File: config.mk
export PLATFORM = sky130hd
export DESIGN_NAME = dmc_cmd_regs
export DESIGN_NICKNAME = d
export VERILOG_FILES = /design/src/core/dmc_hold_reg.v /design/src/core/dmc_motor_port.v /design/src/core/dmc_cmd_regs.v
export VERILOG_INCLUDE_DIRS = /design/src /design/src/core
export SDC_FILE = /design/constraint.sdc
export NUM_CORES = 1
export LEC_CHECK = 0
export BUFFER_PORTS_ARGS = -buffer_cell sky130_fd_sc_hd__buf_2
export CAP_MARGIN = 20
export CORE_MARGIN = 2
export CORE_UTILIZATION = 30
export DETAILED_ROUTE_END_ITERATION = 10
export MAX_ROUTING_LAYER = met4
export PLACE_DENSITY_LB_ADDON = 0.1
export SYNTH_ARGS = -nofsm -noshare
export SYNTH_HDL_FRONTEND = slang
export SYNTH_SLANG_ARGS = --single-unit
File: constraint.sdc
create_clock -name core_clk -period 3.16 [get_ports core_clk]
set_input_delay 0.632 -clock core_clk [delete_from_list [all_inputs] [get_ports core_clk]]
set_output_delay 0.632 -clock core_clk [all_outputs]
set_load 0.01 [all_outputs]
File: src/core/dmc_regs.vh
`ifndef DMC_REGS_VH
`define DMC_REGS_VH
`define DMC_OFF_CTRL_PORT    9'h025
`define DMC_OFF_L_SPEED      9'h028
`define DMC_OFF_L_ACCEL      9'h02b
`define DMC_OFF_L_DECEL      9'h02c
`define DMC_OFF_L_DIGITAL    9'h03c
`define DMC_OFF_R_SPEED      9'h040
`define DMC_OFF_R_ACCEL      9'h043
`define DMC_OFF_R_DECEL      9'h044
`define DMC_OFF_R_DIGITAL    9'h054
`define DMC_OFF_L_RUN        9'h104
`define DMC_OFF_L_BRAKE      9'h105
`define DMC_OFF_L_METHOD     9'h106
`define DMC_OFF_R_RUN        9'h10e
`define DMC_OFF_R_BRAKE      9'h10f
`define DMC_OFF_R_METHOD     9'h110
`define DMC_DIG_PIN3         0
`define DMC_DIG_PIN4         1
`define DMC_DIG_PIN5         2
`define DMC_DIG_BRAKE        6
`define DMC_DIG_BRAKE_EN     7
`define DMC_DIG_CLR_OC       8
`define DMC_DIG_MODE         15
`define DMC_DIG_MASK         16'h81c7
`define DMC_CP_LEFT          1
`define DMC_CP_RIGHT         3
`define DMC_CP_MASK          16'h000a
`define DMC_RUN_BIT          0
`define DMC_REV_BIT          8
`define DMC_RUN_MASK         16'h0101
`define DMC_BRAKE_STD        3'h1
`define DMC_BRAKE_MAX        3'h4
`define DMC_LOOP_OPEN        2'h1
`define DMC_LOOP_CLOSED      2'h2
`define DMC_PAIR_INDEP       2'h1
`define DMC_PAIR_FOLLOW      2'h2
`define DMC_PAIR_OPPOSE      2'h3
`define DMC_SPEED_MAX        16'h03e8
`define DMC_RAMP_MAX         16'h2710
`define DMC_ACCEL_MIN        16'h001e
`define DMC_SPEED_RST        16'h0000
`define DMC_ACCEL_RST        16'h001e
`define DMC_DECEL_RST        16'h0000
`endif

File: src/core/dmc_hold_reg.v
`timescale 1ns/100ps
`include "dmc_regs.vh"
// Hold-on-zero register with clamping; used for speed and ramp words
module dmc_hold_reg #(
  parameter [15:0] RST_VAL = 16'h0000,
  parameter [15:0] MIN_VAL = 16'h0000,
  parameter [15:0] MAX_VAL = 16'hffff
) (
  input  wire        core_clk,
  input  wire        arst_n,
  input  wire        wr_en,
  input  wire [15:0] wr_data,
  output reg  [15:0] value_q
);
  reg [15:0] value_d;

  always @*
  begin
    value_d = value_q;
    if (wr_en && (wr_data != 16'h0000))
    begin
      if (wr_data > MAX_VAL)
        value_d = MAX_VAL;
      else if (wr_data < MIN_VAL)
        value_d = MIN_VAL;
      else
        value_d = wr_data;
    end
  end

  always @(posedge core_clk or negedge arst_n)
  begin
    if (!arst_n)
      value_q <= RST_VAL;
    else
      value_q <= value_d;
  end
endmodule // dmc_hold_reg

File: src/core/dmc_motor_port.v
`timescale 1ns/100ps
`include "dmc_regs.vh"
// One motor port: digital role, brake pin and over-current latch
module dmc_motor_port (
  input  wire        core_clk,
  input  wire        arst_n,
  input  wire        dig_wr,
  input  wire [15:0] dig_wdata,
  input  wire        oc_fault,
  output reg  [15:0] dig_q,
  output reg         oc_err_q,
  output reg  [2:0]  pin345_q,
  output reg         brake_pin_q,
  output reg         digital_mode_q
);
  wire [15:0] dig_d;
  wire        clr_oc;

  assign dig_d  = dig_wr ? (dig_wdata & `DMC_DIG_MASK) : dig_q;
  assign clr_oc = dig_wr && dig_wdata[`DMC_DIG_CLR_OC];

  always @(posedge core_clk or negedge arst_n)
  begin
    if (!arst_n)
    begin
      dig_q          <= 16'h0000;
      oc_err_q       <= 1'b0;
      pin345_q       <= 3'h0;
      brake_pin_q    <= 1'b0;
      digital_mode_q <= 1'b0;
    end
    else
    begin
      // Clear bit is a command, not kept as state
      dig_q <= dig_d & ~(16'h0001 << `DMC_DIG_CLR_OC);
      // Fault set wins over a same-cycle clear
      if (oc_fault)
        oc_err_q <= 1'b1;
      else if (clr_oc)
        oc_err_q <= 1'b0;
      digital_mode_q <= dig_d[`DMC_DIG_MODE];
      // Pins 3..5 only drive outputs in digital role
      pin345_q <= dig_d[`DMC_DIG_MODE] ? dig_d[`DMC_DIG_PIN5:`DMC_DIG_PIN3] : 3'h0;
      brake_pin_q <= dig_d[`DMC_DIG_BRAKE] &
                     (dig_d[`DMC_DIG_MODE] | dig_d[`DMC_DIG_BRAKE_EN]);
    end
  end
endmodule // dmc_motor_port

File: src/core/dmc_cmd_regs.v
`timescale 1ns/100ps
`include "dmc_regs.vh"
module dmc_cmd_regs (
  input  wire        core_clk,
  input  wire        arst_n,
  input  wire        reg_wr,
  input  wire        reg_rd,
  input  wire [8:0]  reg_addr,
  input  wire [15:0] reg_wdata,
  input  wire        left_oc_fault,
  input  wire        right_oc_fault,
  output reg  [15:0] reg_rdata_q,
  output reg         reg_err_q,
  output reg  [2:0]  left_pins_q,
  output reg  [2:0]  right_pins_q,
  output reg         left_brake_pin_q,
  output reg         right_brake_pin_q,
  output reg         left_digital_q,
  output reg         right_digital_q,
  output reg         left_oc_err_q,
  output reg         right_oc_err_q,
  output reg         ctrl_left_out_q,
  output reg         ctrl_right_out_q,
  output reg         left_run_q,
  output reg         right_run_q,
  output reg         left_reverse_q,
  output reg         right_reverse_q,
  output reg  [2:0]  left_brake_mode_q,
  output reg  [2:0]  right_brake_mode_q,
  output reg         left_closed_loop_q,
  output reg         right_closed_loop_q,
  output reg  [1:0]  left_pair_q,
  output reg  [1:0]  right_pair_q,
  output reg  [15:0] left_speed_q,
  output reg  [15:0] right_speed_q,
  output reg  [15:0] left_accel_q,
  output reg  [15:0] right_accel_q,
  output reg  [15:0] left_decel_q,
  output reg  [15:0] right_decel_q
);
  reg  [15:0] ctrl_port_q;
  reg  [15:0] l_run_q;
  reg  [15:0] r_run_q;
  reg  [15:0] rdata_d;
  reg         hit;
  wire [15:0] l_dig;
  wire [15:0] r_dig;
  wire        l_oc;
  wire        r_oc;
  wire [2:0]  l_pins;
  wire [2:0]  r_pins;
  wire        l_bp;
  wire        r_bp;
  wire        l_dm;
  wire        r_dm;
  wire [15:0] l_spd;
  wire [15:0] r_spd;
  wire [15:0] l_acc;
  wire [15:0] r_acc;
  wire [15:0] l_dec;
  wire [15:0] r_dec;

  dmc_motor_port u_left_port (
    .core_clk       (core_clk),
    .arst_n         (arst_n),
    .dig_wr         (reg_wr && reg_addr == `DMC_OFF_L_DIGITAL),
    .dig_wdata      (reg_wdata),
    .oc_fault       (left_oc_fault),
    .dig_q          (l_dig),
    .oc_err_q       (l_oc),
    .pin345_q       (l_pins),
    .brake_pin_q    (l_bp),
    .digital_mode_q (l_dm)
  );

  dmc_motor_port u_right_port (
    .core_clk       (core_clk),
    .arst_n         (arst_n),
    .dig_wr         (reg_wr && reg_addr == `DMC_OFF_R_DIGITAL),
    .dig_wdata      (reg_wdata),
    .oc_fault       (right_oc_fault),
    .dig_q          (r_dig),
    .oc_err_q       (r_oc),
    .pin345_q       (r_pins),
    .brake_pin_q    (r_bp),
    .digital_mode_q (r_dm)
  );

  // Speed in tenths of a percent, clamped to full duty
  dmc_hold_reg #(.RST_VAL(`DMC_SPEED_RST), .MIN_VAL(16'h0000), .MAX_VAL(`DMC_SPEED_MAX))
  u_l_speed (
    .core_clk (core_clk),
    .arst_n   (arst_n),
    .wr_en    (reg_wr && reg_addr == `DMC_OFF_L_SPEED),
    .wr_data  (reg_wdata),
    .value_q  (l_spd)
  );

  dmc_hold_reg #(.RST_VAL(`DMC_SPEED_RST), .MIN_VAL(16'h0000), .MAX_VAL(`DMC_SPEED_MAX))
  u_r_speed (
    .core_clk (core_clk),
    .arst_n   (arst_n),
    .wr_en    (reg_wr && reg_addr == `DMC_OFF_R_SPEED),
    .wr_data  (reg_wdata),
    .value_q  (r_spd)
  );

  // Ramp unit (ms or pulses) follows the loop mode output
  dmc_hold_reg #(.RST_VAL(`DMC_ACCEL_RST), .MIN_VAL(`DMC_ACCEL_MIN), .MAX_VAL(`DMC_RAMP_MAX))
  u_l_accel (
    .core_clk (core_clk),
    .arst_n   (arst_n),
    .wr_en    (reg_wr && reg_addr == `DMC_OFF_L_ACCEL),
    .wr_data  (reg_wdata),
    .value_q  (l_acc)
  );

  dmc_hold_reg #(.RST_VAL(`DMC_ACCEL_RST), .MIN_VAL(`DMC_ACCEL_MIN), .MAX_VAL(`DMC_RAMP_MAX))
  u_r_accel (
    .core_clk (core_clk),
    .arst_n   (arst_n),
    .wr_en    (reg_wr && reg_addr == `DMC_OFF_R_ACCEL),
    .wr_data  (reg_wdata),
    .value_q  (r_acc)
  );

  dmc_hold_reg #(.RST_VAL(`DMC_DECEL_RST), .MIN_VAL(16'h0000), .MAX_VAL(`DMC_RAMP_MAX))
  u_l_decel (
    .core_clk (core_clk),
    .arst_n   (arst_n),
    .wr_en    (reg_wr && reg_addr == `DMC_OFF_L_DECEL),
    .wr_data  (reg_wdata),
    .value_q  (l_dec)
  );

  dmc_hold_reg #(.RST_VAL(`DMC_DECEL_RST), .MIN_VAL(16'h0000), .MAX_VAL(`DMC_RAMP_MAX))
  u_r_decel (
    .core_clk (core_clk),
    .arst_n   (arst_n),
    .wr_en    (reg_wr && reg_addr == `DMC_OFF_R_DECEL),
    .wr_data  (reg_wdata),
    .value_q  (r_dec)
  );

  // Read mux; method words read back as decoded current settings
  always @*
  begin
    hit     = 1'b1;
    rdata_d = 16'h0000;
    case (reg_addr)
      `DMC_OFF_CTRL_PORT: rdata_d = ctrl_port_q;
      `DMC_OFF_L_SPEED:   rdata_d = l_spd;
      `DMC_OFF_L_ACCEL:   rdata_d = l_acc;
      `DMC_OFF_L_DECEL:   rdata_d = l_dec;
      `DMC_OFF_L_DIGITAL: rdata_d = l_dig;
      `DMC_OFF_R_SPEED:   rdata_d = r_spd;
      `DMC_OFF_R_ACCEL:   rdata_d = r_acc;
      `DMC_OFF_R_DECEL:   rdata_d = r_dec;
      `DMC_OFF_R_DIGITAL: rdata_d = r_dig;
      `DMC_OFF_L_RUN:     rdata_d = l_run_q;
      `DMC_OFF_L_BRAKE:   rdata_d = {13'h0000, left_brake_mode_q};
      `DMC_OFF_L_METHOD:  rdata_d = {6'h00, left_pair_q, 6'h00,
                                     left_closed_loop_q, ~left_closed_loop_q};
      `DMC_OFF_R_RUN:     rdata_d = r_run_q;
      `DMC_OFF_R_BRAKE:   rdata_d = {13'h0000, right_brake_mode_q};
      `DMC_OFF_R_METHOD:  rdata_d = {6'h00, right_pair_q, 6'h00,
                                     right_closed_loop_q, ~right_closed_loop_q};
      default:            hit = 1'b0;
    endcase
  end

  always @(posedge core_clk or negedge arst_n)
  begin
    if (!arst_n)
    begin
      ctrl_port_q         <= 16'h0000;
      l_run_q             <= 16'h0000;
      r_run_q             <= 16'h0000;
      reg_rdata_q         <= 16'h0000;
      reg_err_q           <= 1'b0;
      left_brake_mode_q   <= `DMC_BRAKE_STD;
      right_brake_mode_q  <= `DMC_BRAKE_STD;
      left_closed_loop_q  <= 1'b0;
      right_closed_loop_q <= 1'b0;
      left_pair_q         <= `DMC_PAIR_INDEP;
      right_pair_q        <= `DMC_PAIR_INDEP;
    end
    else
    begin
      reg_rdata_q <= reg_rd ? rdata_d : 16'h0000;
      reg_err_q   <= (reg_rd | reg_wr) & ~hit;
      if (reg_wr)
      begin
        case (reg_addr)
          `DMC_OFF_CTRL_PORT: ctrl_port_q <= reg_wdata & `DMC_CP_MASK;
          `DMC_OFF_L_RUN:     l_run_q <= reg_wdata & `DMC_RUN_MASK;
          `DMC_OFF_R_RUN:     r_run_q <= reg_wdata & `DMC_RUN_MASK;
          `DMC_OFF_L_BRAKE:
            // Zero and unknown codes leave the method unchanged
            if (reg_wdata != 16'h0000 && reg_wdata <= {13'h0000, `DMC_BRAKE_MAX})
              left_brake_mode_q <= reg_wdata[2:0];
          `DMC_OFF_R_BRAKE:
            if (reg_wdata != 16'h0000 && reg_wdata <= {13'h0000, `DMC_BRAKE_MAX})
              right_brake_mode_q <= reg_wdata[2:0];
          `DMC_OFF_L_METHOD:
          begin
            if (reg_wdata[7:0] == {6'h00, `DMC_LOOP_OPEN})
              left_closed_loop_q <= 1'b0;
            else if (reg_wdata[7:0] == {6'h00, `DMC_LOOP_CLOSED})
              left_closed_loop_q <= 1'b1;
            if (reg_wdata[15:8] != 8'h00 && reg_wdata[15:10] == 6'h00)
              left_pair_q <= reg_wdata[9:8];
          end
          `DMC_OFF_R_METHOD:
          begin
            if (reg_wdata[7:0] == {6'h00, `DMC_LOOP_OPEN})
              right_closed_loop_q <= 1'b0;
            else if (reg_wdata[7:0] == {6'h00, `DMC_LOOP_CLOSED})
              right_closed_loop_q <= 1'b1;
            if (reg_wdata[15:8] != 8'h00 && reg_wdata[15:10] == 6'h00)
              right_pair_q <= reg_wdata[9:8];
          end
          default: ;
        endcase
      end
    end
  end

  // Output stage: every output leaves from a flop
  always @(posedge core_clk or negedge arst_n)
  begin
    if (!arst_n)
    begin
      left_pins_q       <= 3'h0;
      right_pins_q      <= 3'h0;
      left_brake_pin_q  <= 1'b0;
      right_brake_pin_q <= 1'b0;
      left_digital_q    <= 1'b0;
      right_digital_q   <= 1'b0;
      left_oc_err_q     <= 1'b0;
      right_oc_err_q    <= 1'b0;
      ctrl_left_out_q   <= 1'b0;
      ctrl_right_out_q  <= 1'b0;
      left_run_q        <= 1'b0;
      right_run_q       <= 1'b0;
      left_reverse_q    <= 1'b0;
      right_reverse_q   <= 1'b0;
      left_speed_q      <= 16'h0000;
      right_speed_q     <= 16'h0000;
      left_accel_q      <= 16'h0000;
      right_accel_q     <= 16'h0000;
      left_decel_q      <= 16'h0000;
      right_decel_q     <= 16'h0000;
    end
    else
    begin
      left_pins_q       <= l_pins;
      right_pins_q      <= r_pins;
      left_brake_pin_q  <= l_bp;
      right_brake_pin_q <= r_bp;
      left_digital_q    <= l_dm;
      right_digital_q   <= r_dm;
      left_oc_err_q     <= l_oc;
      right_oc_err_q    <= r_oc;
      ctrl_left_out_q   <= ctrl_port_q[`DMC_CP_LEFT];
      ctrl_right_out_q  <= ctrl_port_q[`DMC_CP_RIGHT];
      // A port in digital role cannot run its motor
      left_run_q        <= l_run_q[`DMC_RUN_BIT] & ~l_dm;
      right_run_q       <= r_run_q[`DMC_RUN_BIT] & ~r_dm;
      left_reverse_q    <= l_run_q[`DMC_REV_BIT];
      right_reverse_q   <= r_run_q[`DMC_REV_BIT];
      left_speed_q      <= l_spd;
      right_speed_q     <= r_spd;
      left_accel_q      <= l_acc;
      right_accel_q     <= r_acc;
      left_decel_q      <= l_dec;
      right_decel_q     <= r_dec;
    end
  end
endmodule // dmc_cmd_regs

Yosys cells after proc, flatten, opt, wreduce, memory -nomap -nowiden

Cells that the tools add are included.

Magnitude comparators: 5
Eq/ne operators: 17
Muxes and demuxes: 18
Bitwise gates (word level): 13
Reductions and logical operators: 34

Operators with widths:

| operator               | count |
|---|---|
| $pmux W16 S15          | 1 |
| $mux W16               | 8 |
| $eq A9 B9 Y1 const B   | 6 |
| $eq A9 B6 Y1 const B   | 5 |
| $eq A9 B7 Y1 const B   | 4 |
| $logic_and A1 B1 Y1    | 18 |
| $reduce_and A3 Y1      | 6 |
| $gt A16 B10 Y1 const B | 1 |
| $gt A16 B14 Y1 const B | 1 |
| $le A16 B3 Y1 const B  | 1 |
| $lt A16 B1 Y1 const B  | 1 |
| $lt A16 B5 Y1 const B  | 1 |
| $reduce_bool A16 Y1    | 1 |
| $reduce_or A15 Y1      | 1 |
| $eq A8 B1 Y1 const B   | 1 |
| $eq A8 B2 Y1 const B   | 1 |
| $reduce_bool A8 Y1     | 1 |
| $mux W1                | 7 |
| $logic_not A6 Y1       | 1 |
| $mux W3                | 2 |
| $reduce_and A2 Y1      | 3 |
| $reduce_bool A2 Y1     | 3 |
| $and A1 B1 Y1          | 5 |
| $not A1 Y1             | 5 |
| $or A1 B1 Y1           | 3 |

Register bits after elaboration: 269
Bits of input ports: 31
Output and inout port bits: 143
Logic and storage cells: 134

Depth between registers and ports, before layout

Gate-level depths: netlist of run 1.

Depth after elaboration: 5
Mapped depth: 9
Mapped depth without buffers: 5

Hierarchy

A second synthesis of run 1 with hierarchy kept.

Cell total of the unflattened synthesis: 892
Area total of the unflattened synthesis: 11,095.6 um^2

By module, submodules not included:

| module                       | instances | cells each | area an instance (um^2) | sequential area each (um^2) |
|---|---|---|---|---|
| dmc_cmd_regs                 | 1         | 422        | 5,520.3                 | 3,733.6 |
| dmc_hold_reg (u_l_decel ...) | 2         | 76         | 820.8                   | 400.4 |
| dmc_hold_reg (u_l_accel ...) | 2         | 74         | 792.0                   | 405.4 |
| dmc_hold_reg (u_l_speed ...) | 2         | 47         | 649.4                   | 400.4 |
| dmc_motor_port               | 2         | 38         | 525.5                   | 275.3 |

Worst setup path after synthesis of run 1

No wires, ideal clock.

Path type: input -> register
From: input port reg_addr[4]
To: register reg_rdata_q[9]
Library setup time: 0.136 ns
Arrival: 2.337 ns
Required time: 3.024 ns
Path slack: 0.687 ns
Stages: 9
Path buffers: 4
Path through: buf_2 -> or2_2 -> clkbuf_1 -> buf_2 -> nor3_1 -> o21a_1 -> o41ai_4 -> buf_2 -> a31oi_1

Longest elaborated chain between the ends: 3
Elaborated cells on any way between the ends: 17
Classes of those cells: 15 x eq/ne; 2 x mux

Ends and longest elaborated chain:

| what                                 | line               | source |
|---|---|---|
| from (decl)                          | dmc_cmd_regs.v:8   | `input wire [8:0] reg_addr,` |
| $eq A9 B9 Y1 (tied with other cells) | dmc_cmd_regs.v:150 | `case (reg_addr)` |
| $pmux W16 S15 (*)                    | dmc_cmd_regs.v:150 |  |
| $mux W16 (*)                         | dmc_cmd_regs.v:190 | `reg_rdata_q <= reg_rd ? rdata_d : 16'h0000;` |
| to (signal assigned)                 | dmc_cmd_regs.v:190 |  |
| to (decl)                            | dmc_cmd_regs.v:12  | `output reg [15:0] reg_rdata_q,` |

Every way passes the cells marked *; elsewhere a longest branch is shown, timed or not.
A chain may end at the register's enable or synchronous reset.

Final worst setup path of run 1

From: input port reg_addr[4]
To: register reg_rdata_q[1]

The elaborated chain is that of the path after synthesis.

==> results of run 1 <==
stage by stage:
step	setup WS (ns)	hold slack [ns]	area (um2)
final	0.810	0.0625	12600
after detailed placement	0.257	0.340	11400
after floorplan	0.687	0.331	9800
after CTS	0.854	0.0871	12600
after global placement	0.299	0.336	11400
after global routing	0.722	0.121	12600
per-layer routing:
layer	share of wire [%]	global-route usage (%)	vias up
met2	45	28.4	246
met1	47	27.3	3436
li1	-	-	3209
met5	0	-	-
met4	2.5	5.40	0
met3	5.5	2.71	52
cell families after synthesis:
| kind of cell | after synthesis |
|---|---|
| DFF | 267 |
| buffers and inverters | 64 |
| and+or+nand+nor | 236 |
| AOI/OAI and AO/OA | 183 |
| muxes | 34 |
| xor gates and xnor gates | 1 |
report_power, final:
| group | internal, mW | switching, mW | total [mW] |
|---|---|---|---|
| Combinational | 0.0912 | 0.226 | 0.317 |
| Clock | 2.53 | 1.41 | 3.94 |
| Sequential | 3.48 | 0.0407 | 3.52 |
path summary, 6_finish.rpt:
check | from | slack (ns) | cells past startpoint | to
setup reg to reg | u_r_decel.value_q[1]$_DFFE_PN0P_ | 1.63 | 5 | reg_rdata_q[1]$_DFF_PN0_
hold / removal | arst_n | 0.06 | 1 | left_accel_q[5]$_DFF_PN0_
max in group asynchronous | arst_n | 2.25 | 2 | left_pair_q[0]$_DFFE_PN1P_
hold reg to reg | u_left_port.pin345_q[0]$_DFF_PN0_ | 0.35 | 0 | left_pins_q[0]$_DFF_PN0_
setup / recovery | reg_addr[4] | 0.81 | 7 | reg_rdata_q[1]$_DFF_PN0_
min in group core_clk | right_oc_fault | 0.25 | 2 | u_right_port.oc_err_q$_DFFE_PN0P_
cell usage after synthesis (7+ instances only):
cell,count,area [um2]
dfrtp_1,255,6380
nand2_1,95,357
o21ai_0,44,220
nor2_1,34,128
clkbuf_1,30,113
o21ai_1,26,130
a22oi_1,25,188
and2_1,21,131
inv_1,20,75.1
mux2_2,19,214
a31oi_1,15,93.8
mux2i_1,15,150
nand3_1,15,75.1
a21oi_1,12,60.1
buf_2,12,60.1
dfstp_2,12,315
nor3_1,12,60.1
a22o_1,9,78.8
a2bb2oi_1,8,70.1
a32oi_1,7,61.3
layout make-up:
type | count | area [um2] | area share, %
Sequential cell | 267 | 6700 | 53.3
Multi-Input combinational cell | 454 | 2850 | 22.7
Timing Repair Buffer | 218 | 1250 | 9.97
Clock buffer | 35 | 800 | 6.37
Tap cell | 442 | 553 | 4.40
Clock inverter | 16 | 327 | 2.60
Inverter | 20 | 75.1 | 0.598
Antenna cell | 2 | 5.00 | 0.0399
==> qor.yml, run 1 <==
synth_cell_types: 65
ios: 174
end_kind: "flop"
synth_async_sr_flop_share_pct: 100
yosysWarnings: 0
synth_enable_flop_cells: 0
synth_compound_area_share_pct: 12.7
slowest_stage: "or4b_1"
grt_usage_pct: 19.1
ys.flop_type: "dfrtp_1"
cts_setup_buffers: 0
die_w_um: 185
htreeDepth: 1
crit_path_cell_trace: "buf_2 > or4b_1 > nor3_1 > o21a_1 > o41ai_4 > buf_4 > a31oi_1"
min_period_over_period_pct: 74.4
cpPeakStageDelay_ns: 0.71
cp.required_ns: 3.60
cap_violations: 0
hold_buffers: 0
critPathTopFamily: "simple AND/OR/NAND/NOR gates"
grt_pass1_vias: 7123
timing.final.hold_violations: 0
post-route-min-period_ns: 2.35
path_buf_inv: 2
final_common_cell: "dfrtp_1"
status: "complete, no violations"
layout.cells.non_filler: 1454
globalplace.congestion: 0.864
worst_pin_slew_ns: 0.651
setup_viol: 0
initial_utilization_pct: 30.3
drtIter0Drc: 598
syn_to_final_growth_pct: 28.1
clk_pin_slew_worst_paths_ns: 0.06
layout_common_cells: "dfrtp_1 (255), buf_2 (172), nand2_1 (95)"
vias: 6943
cts_inserted_buffers: 30
dp_hpwl_um: 22900
dr.pass1.iters: 5
fin_util_pct: 38.8
arrival_ns: 2.79
slew_headroom_pct: 56.6
fmax_ghz: 0.425
clk_path_buf_depth: 3
synth_cells: 785
synthesis.area_um2: 9800
cts_sinks: 267
wl_per_cell_um: 21.6
slew_viol_final: 0
vias_per_cell: 4.78
syn_avg_cell_area_um2: 12.5
ir_drop_mv: 0.469
synthAdderAreaFrac_pct: 0
drive_gt1_share_pct: 31.3
leakagePower_nw: 6.29
min_path_type: "in -> async"
cts_tree: "built"
grt_overflow: 0
fillers: 3209
cp-start-kind: "input pin"
grt_max_degree: 82
fp-row-count: 66
rsz0062_at_grt: "false"
cts_resized: 0
ys_seq_area_share_pct: 68.3
tns_ns: 0
power_density_nw_per_um2: 620
ant_nets: 0
numPortBuffers: 173
skew_ns: 0.00687
total_power_mw: 7.79
wl_um: 31400
cp_max_fo: 9
root_buffer: "clkbuf_16"
yosys.area_share.simple_pct: 12.5
die_area_um2: 34100
syn_nets: 816
core_um2: 32400
synth_top_family_by_area: "compound AO/OA/AOI/OAI gates"
clock_latency_ns: 0.56
drcViolationCount: 0
dp_cells: 1401
final_nets: 1022
muxShareOfSynthArea_pct: 3.71
critPathKind: "in -> reg"
die_y_um: 185
grt_first_pass_wirelength_um: 46500
ys_ff_latch: 267
grt_antenna_before_repair: 2
synthXorXnorAreaFrac_pct: 0.0893
(Power assumes the default switching activity.)
==> run 2: changes to the inputs <==
clock period = 2.5 ns   (was 3.16 ns; I/O delays follow)
==> run 2 against run 1 <==
Compared with the run above: sequential cell count unchanged; critical path depth down 1; sequential share of layout area is 0.90 points lower; clock power is 1% higher; sequential power is 26% higher.
==> qor.yml, run 2 (same netlist as run 1, synthesis figures left out) <==
vias_per_cell: 4.78
end_kind: "flop"
slew_headroom_pct: 65.4
die_area_um2: 34100
globalplace.congestion: 0.872
min_period_over_period_pct: 82.2
cts_tree: "built"
ir_drop_mv: 0.465
clk_pin_slew_worst_paths_ns: 0.06
worst_pin_slew_ns: 0.518
status: "complete, no violations"
cp.required_ns: 2.96
numPortBuffers: 173
power_density_nw_per_um2: 695
wl_um: 31900
die_y_um: 185
die_w_um: 185
syn_to_final_growth_pct: 30.3
cp-start-kind: "input pin"
grt_antenna_before_repair: 0
leakagePower_nw: 6.48
fillers: 3217
ios: 174
rsz0062_at_grt: "false"
fin_ws_ns: 0.445
drcViolationCount: 0
fp-row-count: 66
drive_gt1_share_pct: 34.5
cts_inserted_buffers: 29
min_path_type: "in -> reg"
layout_common_cells: "dfrtp_1 (255), buf_2 (172), buf_4 (98)"
drtIter0Drc: 438
core_um2: 32400
fmax_ghz: 0.487
final_nets: 1080
grt_overflow: 0
grt_first_pass_wirelength_um: 46800
grt_max_degree: 86
arrival_ns: 2.51
cts_resized: 0
skew_ns: 0.00698
initial_utilization_pct: 30.3
setup_viol: 0
post-route-min-period_ns: 2.06
final_common_cell: "dfrtp_1"
cap_violations: 0
clock_latency_ns: 0.54
wl_per_cell_um: 21.1
dp_cells: 1459
ant_nets: 0
cts_sinks: 267
dr.pass1.iters: 5
timing.final.hold_violations: 0
dp_hpwl_um: 23500
cp_max_fo: 9
vias: 7220
diodes: 0
grt_pass1_vias: 7231
htreeDepth: 1
post-place-ws_ns: -0.135
root_buffer: "clkbuf_16"
slew_viol_final: 0
cts_setup_buffers: 0
grt_usage_pct: 19.2
layout.cells.non_filler: 1510
clk_path_buf_depth: 3
critPathKind: "in -> reg"
run 2: cell count changes in the layout (fill, tap and decap cells not counted), sizes merged, moves of 2 or more:
cell,change
bufinv,-8
clkbuf,+3
diode,-2
clkinv,+4
buf,+58
run 2: layout make-up:
cell class / count / area [um2] / share of cell area, %
multi-input cells: 454 / 2850 / 22.3
flip-flops and latches: 267 / 6700 / 52.4
clock buffers: 38 / 779 / 6.10
clock inverters: 12 / 97.6 / 0.764
well taps: 442 / 553 / 4.33
repair buffers: 277 / 1720 / 13.5
inverters: 20 / 75.1 / 0.588
run 2: repair_timing:
action / 4_1_cts / 5_1_grt
setup endpoints to repair: 0 / 0
hold buffers: 1 / 0
endpoints found under the hold margin: 44 / 0
run 2: metrics by stage:
stage	setup TNS (ns)	utilization [%]	total power, mW	hold WS [ns]	instance area [um2]
5_1_grt	0	39.5	9.23	0.125	12800
4_1_cts	0	39.5	9.02	0.111	12800
3_3_place_gp	-3.71	36.7	4.98	0.340	11900
3_5_place_dp	-5.51	36.7	4.98	0.337	11900
2_1_floorplan	0	-	4.66	0.204	9800
6_report	0	39.5	8.87	0.138	12800
run 2: critical path: stages:
cell and delay (ns):
buf_2 0.10, or4_1 0.62, or4_1 0.71, nand3_4 0.25, nand2_1 0.15, a2bb2oi_1 0.17
run 2: final timing paths:
path | start | end | slack, ns | cells after the start
worst max register to register | left_pair_q[0]$_DFFE_PN1P_ | reg_rdata_q[8]$_DFF_PN0_ | 0.91 | 5
min in group asynchronous | arst_n | left_speed_q[11]$_DFF_PN0_ | 0.46 | 2
worst min-delay path | right_oc_fault | u_right_port.oc_err_q$_DFFE_PN0P_ | 0.14 | 2
worst max-delay path | reg_wdata[3] | u_r_accel.value_q[3]$_DFFE_PN1P_ | 0.44 | 6
max in group asynchronous | arst_n | right_brake_mode_q[0]$_DFFE_PN1P_ | 1.21 | 3
worst min register to register | u_right_port.brake_pin_q$_DFF_PN0_ | right_brake_pin_q$_DFF_PN0_ | 0.35 | 0
run 2: where the power goes:
group / total (mW) / switching (mW) / internal, mW
registers: 4.45 / 0.0519 / 4.40
clock network: 3.98 / 1.69 / 2.29
logic: 0.443 / 0.294 / 0.149
run 2: metal layers:
metal | up-vias | global-route usage (%) | share of wire, %
li1 | 3337 | - | -
met1 | 3602 | 27.6 | 48
met2 | 217 | 28.4 | 44
met3 | 64 | 2.67 | 4.9
met4 | 0 | 5.40 | 2.6
met5 | - | - | 0
==> run 3: changes to the inputs <==
clock period = 1.8 ns   (was 2.5 ns; I/O delays follow)
==> run 3 against run 2 <==
Compared with the run above: register-to-register slack got worse by 0.56 ns; critical path type unchanged; clock-buffer cell count rose by 3; critical path depth did not move; die area did not move; largest power group unchanged; worst hold slack got worse by 0.028 ns; core utilization rose by 2.4 points; clock power rose by 41%; first-iteration DRC count rose by 19%; non-clock buffer count rose by 56.
==> qor.yml, run 3 (same netlist as run 1, synthesis figures left out) <==
whs_endpoint: "reg_err_q$_DFF_PN0_"
die_y_um: 185
hold_path_depth: 2
grt_overflow: 0
dr.pass1.iters: 5
fmax_ghz: 0.574
root_buffer: "clkbuf_16"
drcViolationCount: 0
crit_path_cell_trace: "buf_2 > or4b_4 > or4_4 > nand3_4 > nand2_1 > o21ai_1"
drive_gt1_share_pct: 40.1
grt_usage_pct: 20.9
htreeDepth: 1
post-route-min-period_ns: 1.74
core_um2: 32400
cts_tree: "built"
cts_sinks: 267
wl_per_cell_um: 21.6
fin_util_pct: 41.9
vias_per_cell: 4.75
critPathKind: "in -> reg"
clock_latency_ns: 0.55
slew_viol_final: 0
die_w_um: 185
grt_first_pass_wirelength_um: 50600
dp_cells: 1511
cpPeakStageDelay_ns: 0.64
cp_max_fo: 9
fp-row-count: 66
ios: 174
vias: 7457
cp.required_ns: 2.27
drtIter0Drc: 523
wl_um: 34000
globalplace.congestion: 0.888
syn_to_final_growth_pct: 38.3
layout_common_cells: "dfrtp_1 (255), buf_2 (172), buf_4 (139)"
grt_antenna_before_repair: 0
min_from: "reg_rd"
min_path_type: "in -> reg"
regToRegStartpoint: "r_run_q[0]$_DFFE_PN0P_"
layout.cells.non_filler: 1569
clk_pin_slew_worst_paths_ns: 0.06
ant_nets: 0
arrival_ns: 2.21
leakagePower_nw: 6.87
status: "complete, no violations"
fillers: 3158
cts_inserted_buffers: 29
reg2reg_to: "reg_rdata_q[0]$_DFF_PN0_"
slew_headroom_pct: 67.4
die_area_um2: 34100
cp-start-kind: "input pin"
numPortBuffers: 173
skew_ns: 0.00962
clk_path_buf_depth: 3
final_nets: 1136
r2r_slack_ns: 0.35
slowest_stage: "or4_4"
worst_pin_slew_ns: 0.485
setup_viol: 0
ir_drop_mv: 0.678
min_period_over_period_pct: 96.8
final_common_cell: "dfrtp_1"
total_power_mw: 12.5
grt_max_degree: 61
timing.final.hold_violations: 0
grt_pass1_vias: 7742
initial_utilization_pct: 30.3
diodes: 0
tns_ns: 0
cap_violations: 0
end_kind: "flop"
rsz0062_at_grt: "true"
power_density_nw_per_um2: 925
dp_hpwl_um: 25100
reg2regPathDepth: 5
-- run 3: cell count changes in the layout (fill, tap and decap cells not counted), sizes merged --
cell / previous run / this run
buf: 276 / 330
inv: 20 / 21
dlygate4sd3: 1 / 3
bufinv: 1 / 0
clkbuf: 38 / 41
-- run 3: how the worst max path moves through the flow --
stage	startpoint	end	slack, ns	cells past startpoint
after CTS	reg_wdata[6]	u_l_decel.value_q[12]$_DFFE_PN0P_	0.02	10
after floorplan	reg_wdata[3]	u_r_accel.value_q[0]$_DFFE_PN0P_	-0.27	7
after detailed placement	reg_wdata[6]	u_l_decel.value_q[6]$_DFFE_PN0P_	-0.54	10
final	reg_wdata[6]	u_l_decel.value_q[6]$_DFFE_PN0P_	0.06	6
after global placement	reg_wdata[6]	u_l_decel.value_q[12]$_DFFE_PN0P_	-0.53	10
after global routing	reg_wdata[6]	u_l_decel.value_q[12]$_DFFE_PN0P_	-0.03	10
-- run 3: report_power, final --
part / leakage [nW] / switching, mW / total [mW] / internal (mW)
combinational: 2.77 / 0.453 / 0.735 / 0.282
clock: 0.454 / 2.38 / 5.62 / 3.24
sequential: 3.65 / 0.0724 / 6.19 / 6.12
-- run 3: timing repair --
| item | in CTS | in global routing |
|---|---|---|
| gates resized for setup | 0 | 6 |
| hold buffers | 3 | 0 |
| buffers inserted | 0 | 2 |
| setup endpoints to repair | 0 | 20 |
| endpoints found under the hold margin | 31 | 0 |
-- run 3: area by class of cell --
class	instances	area [um2]	area share, %
sequential	267	6700	49.4
multi-input combinational	454	3040	22.4
timing repair buffer	333	2280	16.8
clock buffer	41	841	6.20
tap	442	553	4.08
inverter	20	75.1	0.554
clock inverter	12	72.6	0.535
-- run 3: per-layer routing --
| metal | share of wire, % | track usage (%) | routed length (um) | vias up |
|---|---|---|---|---|
| met5 | 0 | - | 0 | - |
| met3 | 6.5 | 3.46 | 2200 | 47 |
| met1 | 46 | 29.1 | 15500 | 3711 |
| li1 | - | - | - | 3438 |
| met2 | 46 | 32.0 | 15600 | 261 |
| met4 | 2.0 | 4.73 | 692 | 0 |
-- run 3: stage by stage --
stage	hold WS (ns)	worst slack, ns	instance area [um2]
after global routing	0.103	-0.0270	13600
final	0.110	0.0573	13600
after global placement	0.272	-0.529	12600
after detailed placement	0.272	-0.540	12600
after CTS	0.0802	0.0171	13500
after floorplan	0.0644	-0.267	10100
-- run 3: critical path: cells and delay by family --
kind / cells / cell delay, ns
and+or+nand+nor: 4 / 1.56
AOI/OAI and AO/OA: 1 / 0.17
buffers and inverters: 1 / 0.12
